[src/logic/clock_select_regs.svh]
// register map, field positions, codes and counts of the system clock source selector
// assumes a 32-bit AHB-Lite slave on hclk and oscillator levels arriving as pins
//
// Notes on behaviour
// - select 00 runs the system clock from the configuration-word default oscillator.
// - select 01 runs CPU and peripherals from the secondary crystal oscillator.
// - select 1x runs from the internal oscillator at internal_freq_select frequency.
// - any reset clears the select field to zero.
// - two-speed start-up and fail-safe switches never change the select field.
// - a new clock is used only after a stabilisation delay.
// - startup_timeout_flag is set only while the configured external source is in use.
// - startup_timeout_flag sets once the start-up timer expires in crystal modes.
// - the start-up timer ignores the secondary oscillator entirely.
// - the secondary oscillator runs only while secondary_osc_enable is set.
// - a read-only ready flag shows the secondary oscillator is stable.
// - with ready set, a write selecting the secondary oscillator is taken and used.
`ifndef CLOCK_SELECT_REGS_SVH
`define CLOCK_SELECT_REGS_SVH

`define OFF_CTRL 8'h00
`define OFF_STAT 8'h04
`define OFF_TMR 8'h08

`define SEL_HI 1
`define SEL_LO 0
`define FREQ_HI 6
`define FREQ_LO 3
`define SECEN_BIT 0
`define STAT_START_BIT 0
`define STAT_RDY_BIT 1
`define STAT_SRC_HI 3
`define STAT_SRC_LO 2
`define STAT_BUSY_BIT 4

`define SEL_CFG 2'h0
`define SEL_SEC 2'h1
`define CFG_LOWPWR 3'h0
`define CFG_STD 3'h1
`define CFG_FAST 3'h2
`define CFG_INT 3'h4

`define SYNC_W 8
`define PIN_EXT 0
`define PIN_SEC 1
`define PIN_INT 2
`define PIN_FAIL 3
`define PIN_TWO 4
`define PIN_CFG_LO 5
`define PIN_CFG_HI 7
`define CFG_WAIT 2'h2

`define TMR_W 10
`define START_EDGES 10'h100
`define SEC_RDY_EDGES 10'h080
`define STAB_EDGES 10'h010

`endif

[src/logic/clock_select_pkg.sv]
// types of the system clock source selector
// assumes the register header is on the include path
`include "clock_select_regs.svh"
package clock_select_pkg;
  typedef enum logic [1:0] {SRC_CFG, SRC_SEC, SRC_INT} src_t;
  typedef enum logic {SW_RUN, SW_SETTLE} sw_t;

  typedef struct packed {
    logic [`SYNC_W-1:0] sync1;
    logic [`SYNC_W-1:0] sync2;
    logic [1:0] cfg_wait;
    logic cfg_taken;
    logic [2:0] cfg_osc;
    logic two_speed;
    logic [1:0] sel;
    logic [3:0] freq;
    logic sec_en;
    logic wr_pend;
    logic [7:0] addr;
    logic [31:0] hrdata;
    src_t target;
    src_t active;
    src_t settle_src;
    sw_t sw;
    logic sys_clk;
    logic start_flag;
  } main_state_t;

  typedef struct packed {
    logic prev;
    logic [`TMR_W-1:0] cnt;
    logic done;
  } tmr_state_t;
endpackage : clock_select_pkg

[src/logic/edge_timer_if.sv]
// carrier between the selector and its edge-counting timers
// assumes all signals are on hclk
interface edge_timer_if;
  logic clr;
  logic lvl;
  logic done;
  modport timer (input clr, input lvl, output done);
  modport user (output clr, output lvl, input done);
endinterface : edge_timer_if

[src/logic/edge_timer.sv]
// counts rising edges of a synchronised oscillator level until a limit
// assumes lvl is already synchronised to hclk
`include "clock_select_regs.svh"
module edge_timer (
  input wire logic hclk,
  input wire logic hresetn,
  input wire logic [`TMR_W-1:0] limit,
  edge_timer_if.timer tif
);
  clock_select_pkg::tmr_state_t q;
  clock_select_pkg::tmr_state_t d;

  always_comb begin
    d = q;
    d.prev = tif.lvl;
    if (tif.clr) begin
      d.cnt = '0;
      d.done = 1'b0;
    end else if (tif.lvl && !q.prev && !q.done) begin
      d.cnt = q.cnt + `TMR_W'(1);
      d.done = (q.cnt + `TMR_W'(1)) == limit;
    end
  end

  always_ff @(posedge hclk or negedge hresetn) begin
    if (!hresetn) begin
      q <= '0;
    end else begin
      q <= d;
    end
  end

  assign tif.done = q.done;
endmodule : edge_timer

[src/logic/clock_select.sv]
// system clock source selector with AHB-Lite register access
// assumes oscillator levels and straps arrive as asynchronous pins; the
// multiplexed clock is rebuilt from their sampled levels on hclk
//
// Implementation choices: the address map and the AHB-Lite interface to the registers.
`include "clock_select_regs.svh"
module clock_select (
  input wire logic hclk,
  input wire logic hresetn,
  input wire logic hsel,
  input wire logic [31:0] haddr,
  input wire logic [1:0] htrans,
  input wire logic hwrite,
  input wire logic [2:0] hsize,
  input wire logic [31:0] hwdata,
  input wire logic hready,
  output logic hreadyout,
  output logic [31:0] hrdata,
  output logic hresp,
  input wire logic ext_osc_clk,
  input wire logic secondary_osc_clk,
  input wire logic int_osc_clk,
  input wire logic fail_detect,
  input wire logic two_speed_enable,
  input wire logic [2:0] config_oscillator_select,
  output logic sys_clk,
  output logic [3:0] internal_freq_select,
  output logic secondary_osc_enable,
  output logic startup_timeout_flag,
  output logic secondary_osc_ready_flag
);
  clock_select_pkg::main_state_t q;
  clock_select_pkg::main_state_t d;
  logic [`SYNC_W-1:0] pins;
  logic take;
  logic crystal;
  logic hold_two;
  logic sys_nx;
  logic cfg_int;
  logic [31:0] rd_word;
  logic [1:0] unused_size;

  edge_timer_if start_if ();
  edge_timer_if sec_if ();
  edge_timer_if stab_if ();

  function automatic logic lvl(clock_select_pkg::src_t s, logic [`SYNC_W-1:0] v, logic use_int);
    logic r;
    r = v[`PIN_EXT];
    unique case (s)
      clock_select_pkg::SRC_SEC: r = v[`PIN_SEC];
      clock_select_pkg::SRC_INT: r = v[`PIN_INT];
      default: r = use_int ? v[`PIN_INT] : v[`PIN_EXT];
    endcase
    return r;
  endfunction : lvl

  assign pins = {config_oscillator_select, two_speed_enable, fail_detect,
                 int_osc_clk, secondary_osc_clk, ext_osc_clk};
  assign take = hsel && htrans[1] && hready;
  assign crystal = q.cfg_osc == `CFG_LOWPWR || q.cfg_osc == `CFG_STD || q.cfg_osc == `CFG_FAST;
  assign cfg_int = q.cfg_osc == `CFG_INT;
  assign hold_two = q.sel == `SEL_CFG && q.two_speed && crystal && !start_if.done;
  assign unused_size = hsize[1:0];

  // start-up timer runs on the configured oscillator only
  assign start_if.clr = !q.cfg_taken || !crystal;
  assign start_if.lvl = q.sync2[`PIN_EXT];
  assign sec_if.clr = !q.sec_en;
  assign sec_if.lvl = q.sync2[`PIN_SEC];
  assign stab_if.clr = q.sw != clock_select_pkg::SW_SETTLE || q.target != q.settle_src;
  assign stab_if.lvl = lvl(q.settle_src, q.sync2, cfg_int);

  edge_timer u_start_tmr (
    .hclk(hclk),
    .hresetn(hresetn),
    .limit(`START_EDGES),
    .tif(start_if)
  );

  edge_timer u_sec_rdy (
    .hclk(hclk),
    .hresetn(hresetn),
    .limit(`SEC_RDY_EDGES),
    .tif(sec_if)
  );

  edge_timer u_stab (
    .hclk(hclk),
    .hresetn(hresetn),
    .limit(`STAB_EDGES),
    .tif(stab_if)
  );

  always_comb begin
    d = q;
    rd_word = '0;
    sys_nx = 1'b0;
    d.sync1 = pins;
    d.sync2 = q.sync1;
    // straps caught once the synchroniser has filled after reset
    if (!q.cfg_taken) begin
      if (q.cfg_wait == `CFG_WAIT) begin
        d.cfg_taken = 1'b1;
        d.cfg_osc = q.sync2[`PIN_CFG_HI:`PIN_CFG_LO];
        d.two_speed = q.sync2[`PIN_TWO];
      end else begin
        d.cfg_wait = q.cfg_wait + 2'h1;
      end
    end
    // bus data phase of a write
    d.wr_pend = take && hwrite;
    if (take) begin
      d.addr = haddr[7:0];
    end
    if (q.wr_pend) begin
      unique case (q.addr)
        `OFF_CTRL: begin
          d.sel = hwdata[`SEL_HI:`SEL_LO];
          d.freq = hwdata[`FREQ_HI:`FREQ_LO];
        end
        `OFF_TMR: d.sec_en = hwdata[`SECEN_BIT];
        default: d.sel = q.sel;
      endcase
    end
    // read word from the next state so a write just ahead is seen
    unique case (haddr[7:0])
      `OFF_CTRL: begin
        rd_word[`SEL_HI:`SEL_LO] = d.sel;
        rd_word[`FREQ_HI:`FREQ_LO] = d.freq;
      end
      `OFF_STAT: begin
        rd_word[`STAT_START_BIT] = q.start_flag;
        rd_word[`STAT_RDY_BIT] = sec_if.done;
        rd_word[`STAT_SRC_HI:`STAT_SRC_LO] = q.active;
        rd_word[`STAT_BUSY_BIT] = q.sw == clock_select_pkg::SW_SETTLE;
      end
      `OFF_TMR: rd_word[`SECEN_BIT] = d.sec_en;
      default: rd_word = '0;
    endcase
    if (take && !hwrite) begin
      d.hrdata = rd_word;
    end
    // automatic overrides steer the target only, never the select field
    if (fail_now() || hold_two || !q.cfg_taken) begin
      d.target = hold_two || fail_now() ? clock_select_pkg::SRC_INT : clock_select_pkg::SRC_CFG;
    end else if (q.sel[1]) begin
      d.target = clock_select_pkg::SRC_INT;
    end else if (q.sel == `SEL_SEC) begin
      d.target = clock_select_pkg::SRC_SEC;
    end else begin
      d.target = clock_select_pkg::SRC_CFG;
    end
    // break-before-make: park low, settle on the new source, join on its low phase
    unique case (q.sw)
      clock_select_pkg::SW_RUN: begin
        sys_nx = lvl(q.active, q.sync2, cfg_int);
        if (q.target != q.active && !sys_nx) begin
          d.sw = clock_select_pkg::SW_SETTLE;
          d.settle_src = q.target;
        end
      end
      clock_select_pkg::SW_SETTLE: begin
        if (q.target != q.settle_src) begin
          d.settle_src = q.target;
        end else if (stab_if.done && !lvl(q.settle_src, q.sync2, cfg_int)) begin
          d.active = q.settle_src;
          d.sw = clock_select_pkg::SW_RUN;
        end
      end
    endcase
    d.sys_clk = sys_nx;
    d.start_flag = q.active == clock_select_pkg::SRC_CFG && q.sw == clock_select_pkg::SW_RUN
                   && q.cfg_taken && !cfg_int && (!crystal || start_if.done);
  end

  function automatic logic fail_now();
    return q.sync2[`PIN_FAIL];
  endfunction : fail_now

  always_ff @(posedge hclk or negedge hresetn) begin
    if (!hresetn) begin
      q <= '0;
    end else begin
      q <= d;
    end
  end

  assign hreadyout = 1'b1;
  assign hresp = 1'b0;
  assign hrdata = q.hrdata;
  assign sys_clk = q.sys_clk;
  assign internal_freq_select = q.freq;
  assign secondary_osc_enable = q.sec_en;
  assign startup_timeout_flag = q.start_flag;
  assign secondary_osc_ready_flag = sec_if.done;

  // helper: first cycle after reset release
  logic first_q;
  always_ff @(posedge hclk or negedge hresetn) begin
    if (!hresetn) begin
      first_q <= 1'b1;
    end else begin
      first_q <= 1'b0;
    end
  end
endmodule : clock_select

[config.mk]
export PLATFORM = sky130hd
export DESIGN_NAME = clock_select
export DESIGN_NICKNAME = d
export VERILOG_FILES = /design/src/logic/clock_select_pkg.sv /design/src/logic/edge_timer_if.sv /design/src/logic/edge_timer.sv /design/src/logic/clock_select.sv
export VERILOG_INCLUDE_DIRS = /design/src /design/src/logic
export SDC_FILE = /design/constraint.sdc
export NUM_CORES = 1
export LEC_CHECK = 0
export ABC_AREA = 1
export BUFFER_PORTS_ARGS = -buffer_cell sky130_fd_sc_hd__buf_4
export CAP_MARGIN = 20
export CORE_UTILIZATION = 40
export DETAILED_ROUTE_END_ITERATION = 8
export GPL_ROUTABILITY_DRIVEN = 0
export SLEW_MARGIN = 20
export SYNTH_ARGS = -nofsm -noshare
export SYNTH_HDL_FRONTEND = slang
export SYNTH_SLANG_ARGS = --single-unit
[constraint.sdc]
create_clock -name hclk -period 3.4 [get_ports hclk]
set_clock_uncertainty 0.05 [all_clocks]
set_input_delay 0 -clock hclk [delete_from_list [all_inputs] [get_ports hclk]]
set_output_delay 0 -clock hclk [all_outputs]
set_load 0.01 [all_outputs]
* Yosys cells after proc, flatten, opt, wreduce, memory -nomap -nowiden
Index checks and enable logic that the tools add are counted.
** Word-level totals
- Bits in registers :: 91
- Bits of input ports :: 82
- Output and inout port bits :: 42
- Logic and storage cells :: 137
** Operators by class
- $add $sub $neg :: 4
- Equality and inequality tests :: 20
- Multiplexer cells :: 33
- Bitwise operators :: 4
- Reductions and logical operators :: 49
** Operators by type and width (count)
- 11-bit two-way mux :: 6
- 10-bit by 1-bit adder with 10-bit output (second input constant) :: 3
- 1-bit logical AND :: 19
- 8-bit by 4-bit == test with 1-bit output (second input constant) :: 2
- 8-bit logical NOT :: 2
- 1-bit logical NOT :: 12
- 2-bit two-way mux :: 6
- 10-bit by 5-bit == test with 1-bit output (second input constant) :: 1
- 10-bit by 8-bit == test with 1-bit output (second input constant) :: 1
- 10-bit by 9-bit == test with 1-bit output (second input constant) :: 1
- 1-bit two-way mux :: 10
- 5-bit two-way mux :: 2
- 8-bit by 3-bit == test with 1-bit output (second input constant) :: 1
- 1-bit logical OR :: 7
- 7-bit two-way mux :: 1
- 2-bit by 1-bit == test with 1-bit output (second input constant) :: 3
- 2-bit == test (second input constant) :: 3
- 2-bit by 1-bit != test with 1-bit output (second input constant) :: 3
- 1-bit case mux with 2 select lines :: 3
- 3-bit case mux with 2 select lines :: 1
- 2-bit AND reduction :: 3
- 2-bit logical NOT :: 2
- 4-bit two-way mux :: 1
- 2-bit != test :: 2
- other kinds (11) :: 15

* Depth between registers and ports, before layout
- Word-level depth :: 10
- Depth in mapped cells :: 10
- Depth with buffers taken out :: 10

* Modules after synthesis
A second synthesis with hierarchy kept.
** Unflattened totals
- Cell total of the unflattened synthesis :: 688
- Area total of the unflattened synthesis :: 5188.7 um^2
** By module, submodules not included
- clock_select :: times used 1, cells an instance 289, area each 2655.0 um^2, sequential area each 1376.3 um^2
- edge_timer :: times used 3, cells an instance 133, area each 844.6 um^2, sequential area each 300.3 um^2

* Worst setup path before layout
Ideal clock, no wire load.
- Kind :: register to register
- From :: reg q[3] (netlist bit)
- To :: reg q[5] (netlist bit)
- Library setup time :: 128 ps
- Arrival :: 1286 ps
- Data required time :: 3222 ps
- Setup slack :: 1936 ps
- Stages on the path, launching flop included :: 8
- Buffers on the path :: 0
- Period minus slack after synthesis :: 1464 ps
- Path through :: dfrtp_1 inv_2 ha_1 a21oi_1 nand2_1 and2_1 nor2_4 o21ai_0
** Between the ends
- Cells in the longest elaborated chain, start to end :: 7
- Elaborated cells between the ends (all ways) :: 10
- Classes of those cells :: 3 x eq/ne; 3 x mux; 1 x bitwise; 3 x reduce/logical
** Ends and longest elaborated chain
- start, declared :: RTL line clock_select.sv:32 : clock_select_pkg::main_state_t q;
- start signal, assigned :: RTL line clock_select.sv:183 : q <= '0;
- start signal, assigned :: RTL line clock_select.sv:185 : q <= d;
- 2-bit == test / 2-bit by 1-bit == test with 1-bit output (equally long branches)
- 1-bit case mux with 2 select lines (*)
- named net stab_if.lvl :: RTL line edge_timer_if.sv:5 : logic lvl;
- 1-bit two-way mux (*) :: RTL line clock_select.sv:164 : if (q.target != q.settle_src) begin
- 1-bit two-way mux (*) :: RTL line clock_select.sv:155 : unique case (q.sw)
- 1-bit logical NOT (*) :: RTL line clock_select.sv:166 : end else if (stab_if.done && !lvl(q.settle_src, q.sync2, cfg_int)) begin
- 1-bit logical AND (*) :: RTL line clock_select.sv:166
- 3-bit AND reduction (no line) (*)
Mark *: on every way through the listed nets, which the timed path passes. The rest lies on a longest branch. The select of a mux whose other input is x is not followed.
A chain may end at the register's enable or synchronous reset.

* Worst setup path in the final report
- From :: reg u_sec_rdy.q[1] (netlist bit)
- To :: reg u_sec_rdy.q, in the netlist u_sec_rdy.tif.done
** Between the ends
- Cells in the longest elaborated chain, start to end :: 4
** Ends and longest elaborated chain
- start, declared :: RTL line edge_timer.sv:10 : clock_select_pkg::tmr_state_t q;
- start signal, assigned :: RTL line edge_timer.sv:27 : q <= '0;
- start signal, assigned :: RTL line edge_timer.sv:29 : q <= d;
- 10-bit by 1-bit adder with 10-bit output :: RTL line edge_timer.sv:21 : d.done = (q.cnt + `TMR_W'(1)) == limit;
- 10-bit by 8-bit == test with 1-bit output :: RTL line edge_timer.sv:21
- 11-bit two-way mux :: RTL line edge_timer.sv:19 : end else if (tif.lvl && !q.prev && !q.done) begin
- 11-bit two-way mux :: RTL line edge_timer.sv:16 : if (tif.clr) begin
No other way between the ends. The select of a mux whose other input is x is not followed.

==> flow_summary.ini <==
[outcome]
outcome = finished, final reports clean

[setup_path]
path_class = reg2reg
worst-path-buf-inv = 0
crit_top_cell = nand2_1
reg2reg_slack_ns = 1.68
path_depth = 9
slowest_delay_ns = 0.54
crit_chain = ha_1 -> nand3_1 -> nor2_2 -> nand2_1 -> nand2_1 -> nand2_1 -> nor2_1 -> nand4_1 -> nand2_1
cp-start-kind = flop
endpoint = u_sec_rdy.tif.done$_DFFE_PN0P_
worst_r2r_path_depth = 9
cp.required_ns = 3.63
cp-end-kind = flop
startpoint = u_sec_rdy.q[1]$_DFFE_PN0P_
arrival_ns = 1.96
crit_family = simple AND/OR/NAND/NOR gates
reg2reg_to = u_sec_rdy.tif.done$_DFFE_PN0P_
rr_startpoint = u_sec_rdy.q[1]$_DFFE_PN0P_
crit_fanout = 11
critPathSlowestCell = dfrtp_1

[cts]
clock_path_buffers = 2
numCtsBuffers = 9
cts_tree = yes
cts_resized = 0
cts-root-buf = clkbuf_16
htreeDepth = 3
cts.sinks = 91
path_clk_slew_ns = 0.07
clock_latency_ns = 0.34

[floorplan]
dieArea_um2 = 12000
rows = 38
coreArea_um2 = 11100
initial_utilization_pct = 41.9
die_height_um = 110
io_pins = 124
die_w_um = 110

[logic_synthesis]
synth-edff-count = 0
synthArstFlopShare_pct = 100
post-synth-top-count-cell = nand2_1
synth_top_area_share_pct = 49.1
netlist-cell-type-count = 36
yosys_warnings = 0
syn_area_um2 = 4640
synth-seq-cells = 91
synth_commonest_cells = nand2_1 (148), dfrtp_1 (91), inv_1 (62), nand3_1 (45), buf_4 (39)
synth_largest_area_cell = dfrtp_1
ys_top_cells_by_area = dfrtp_1 (49%), nand2_1 (12%), buf_4 (6.3%)
synth.yosys.seq_area_share_pct = 49.1
avgSynthCellArea_um2 = 8.45
syn_inst = 549
synthFlopType = dfrtp_1

[drt]
drt-initial-drc-count = 202
drcViolationCount = 0
wl_per_cell_um = 11.5
finalWirelength_mm = 8.70
ant_nets = 0
vias_per_cell = 4.74
num_vias = 3573
dr.pass1.iters = 4

[hold_path]
whs_path_depth = 3
hp-class = in2reg

[grt]
grt_pass1_wl_mm = 15.4
grt_max_degree = 71
antenna_found_initial = 0
grt_overflow = 0
grt_pass1_vias = 3478
track_usage_pct = 16.7

[power_and_ir_drop]
p_leak_nw = 2.70
power_density_nw_per_um2 = 501
ir_drop_mv = 0.356

[finish]
finish.utilization_pct = 49.5
final_layout_size_suffix_gt1_share_pct = 15.3
area_delta_synth_final_pct = 18.4
nNetsFinal = 703
diodes = 0
finalNonFillerCells = 754
fill_cells = 1043

[job]
cap_viol_max_count = 0

[timing]
maxSlewViolCount = 0
fin_crit_ns = 1.72
max_freq_mhz = 580
rsz0062_at_grt = false
hold_ws_ns = 0.0652
setup_tns_ns = 0
tightest_slew_ns = 0.883
layout_worst_path_cycle_share_pct = 50.7
slew_headroom_pct = 41.1
setup_viol = 0
hold_violations = 0

[placed_design]
hpwl_mm = 6.23
portBuffers = 42
dp_cells = 714
[metrics by stage]
| stage | worst slack [ns] | cell area (um2) | power [mW] |
|---|---|---|---|
| floorplan | 1.94 | 4730 | 1.57 |
| global placement | 1.75 | 4920 | 1.66 |
| detailed placement | 1.70 | 4920 | 1.67 |
| CTS | 1.68 | 5490 | 2.80 |
| global route | 1.54 | 5490 | 2.91 |
| finish | 1.68 | 5490 | 2.75 |
[cell type report]
type                    instances  area (um2)  share of cell area [%]
repair buffers                 67         563                    10.3
inverters                      66         249                    4.54
clock buffers                   9         225                    4.10
clock inverters                 7         105                    1.91
well taps                     140         175                    3.19
multi-input cells             374        1890                    34.5
flip-flops and latches         91        2280                    41.5
[sequential cells by signal, summed over array words and instances (netlist names)]
name,flops
q,33
u_sec_rdy.q,11
u_stab.q,11
u_start_tmr.q,11
d,8
hrdata,7
internal_freq_select,4
secondary_osc_enable,1
startup_timeout_flag,1
sys_clk,1
u_sec_rdy.tif.done,1
u_stab.tif.done,1
u_start_tmr.tif.done,1
[worst reg2reg max path: stages, from the launching register on]
cell and delay, ns:
dfrtp_1 0.54, ha_1 0.27, nand3_1 0.13, nor2_2 0.17, nand2_1 0.07, nand2_1 0.06, nand2_1 0.06, nor2_1 0.13
nand4_1 0.12, nand2_1 0.07
[layer usage]
layer | global-route usage, % | vias up | routed length, um
met3 | 4.21 | 11 | 304
met4 | 6.67 | 0 | 119
li1 | - | 1819 | -
met5 | 0 | - | 0
met1 | 20.9 | 1671 | 4120
met2 | 27.8 | 72 | 4160
[cells by family after synthesis]
| logic type | count (synthesis) | synth area share (%) |
|---|---|---|
| multiplexers | 3 | 0.728 |
| flip-flops | 91 | 49.1 |
| AND/OR/NAND/NOR | 270 | 26.5 |
| AO/OA/AOI/OAI | 54 | 6.69 |
| buffers and inverters | 109 | 12.1 |
| other | 2 | 0.162 |
| XOR/XNOR | 8 | 1.51 |
| adder cells (fa/ha/maj) | 12 | 3.24 |
[power breakdown]
group	switching, mW	internal [mW]	total (mW)	leakage, nW
Combinational	0.258	0.158	0.416	1.38
Clock	0.430	0.655	1.09	0.159
Sequential	0.0801	1.17	1.25	1.16
[cells in the final DEF, fill, tap and decap left out, drive strengths merged]
cell / count
ha: 12
nor3: 6
xor2: 5
clkinv: 2
nand3b: 1
nand3: 49
a21boi: 1
o21ai: 35
and2: 2
bufinv: 2
nor2: 45
nand2: 153
dlygate4sd3: 24
buf: 43
o22ai: 11
clkinvlp: 1
a21oi: 5
or2: 1
mux2: 3
inv: 68
conb: 27
a31oi: 1
o2111ai: 1
nand4: 13
clkbuf: 9
xnor2: 3
dfrtp: 91
[worst min path at each step]
stage	from	endpoint
final	htrans[1]	q[49]$_DFF_PN0_
after global routing	htrans[1]	q[49]$_DFF_PN0_
after CTS	htrans[1]	q[49]$_DFF_PN0_
after detailed placement	config_oscillator_select[1]	d[70]$_DFF_PN0_
after global placement	fail_detect	d[67]$_DFF_PN0_
after floorplan	hresetn	d[64]$_DFF_PN0_
[repair_timing]
action,in CTS,in global routing
hold endpoints to repair,100,0
buffers inserted,0,0
hold buffers,24,0
Power figures use the tool's default switching activity.
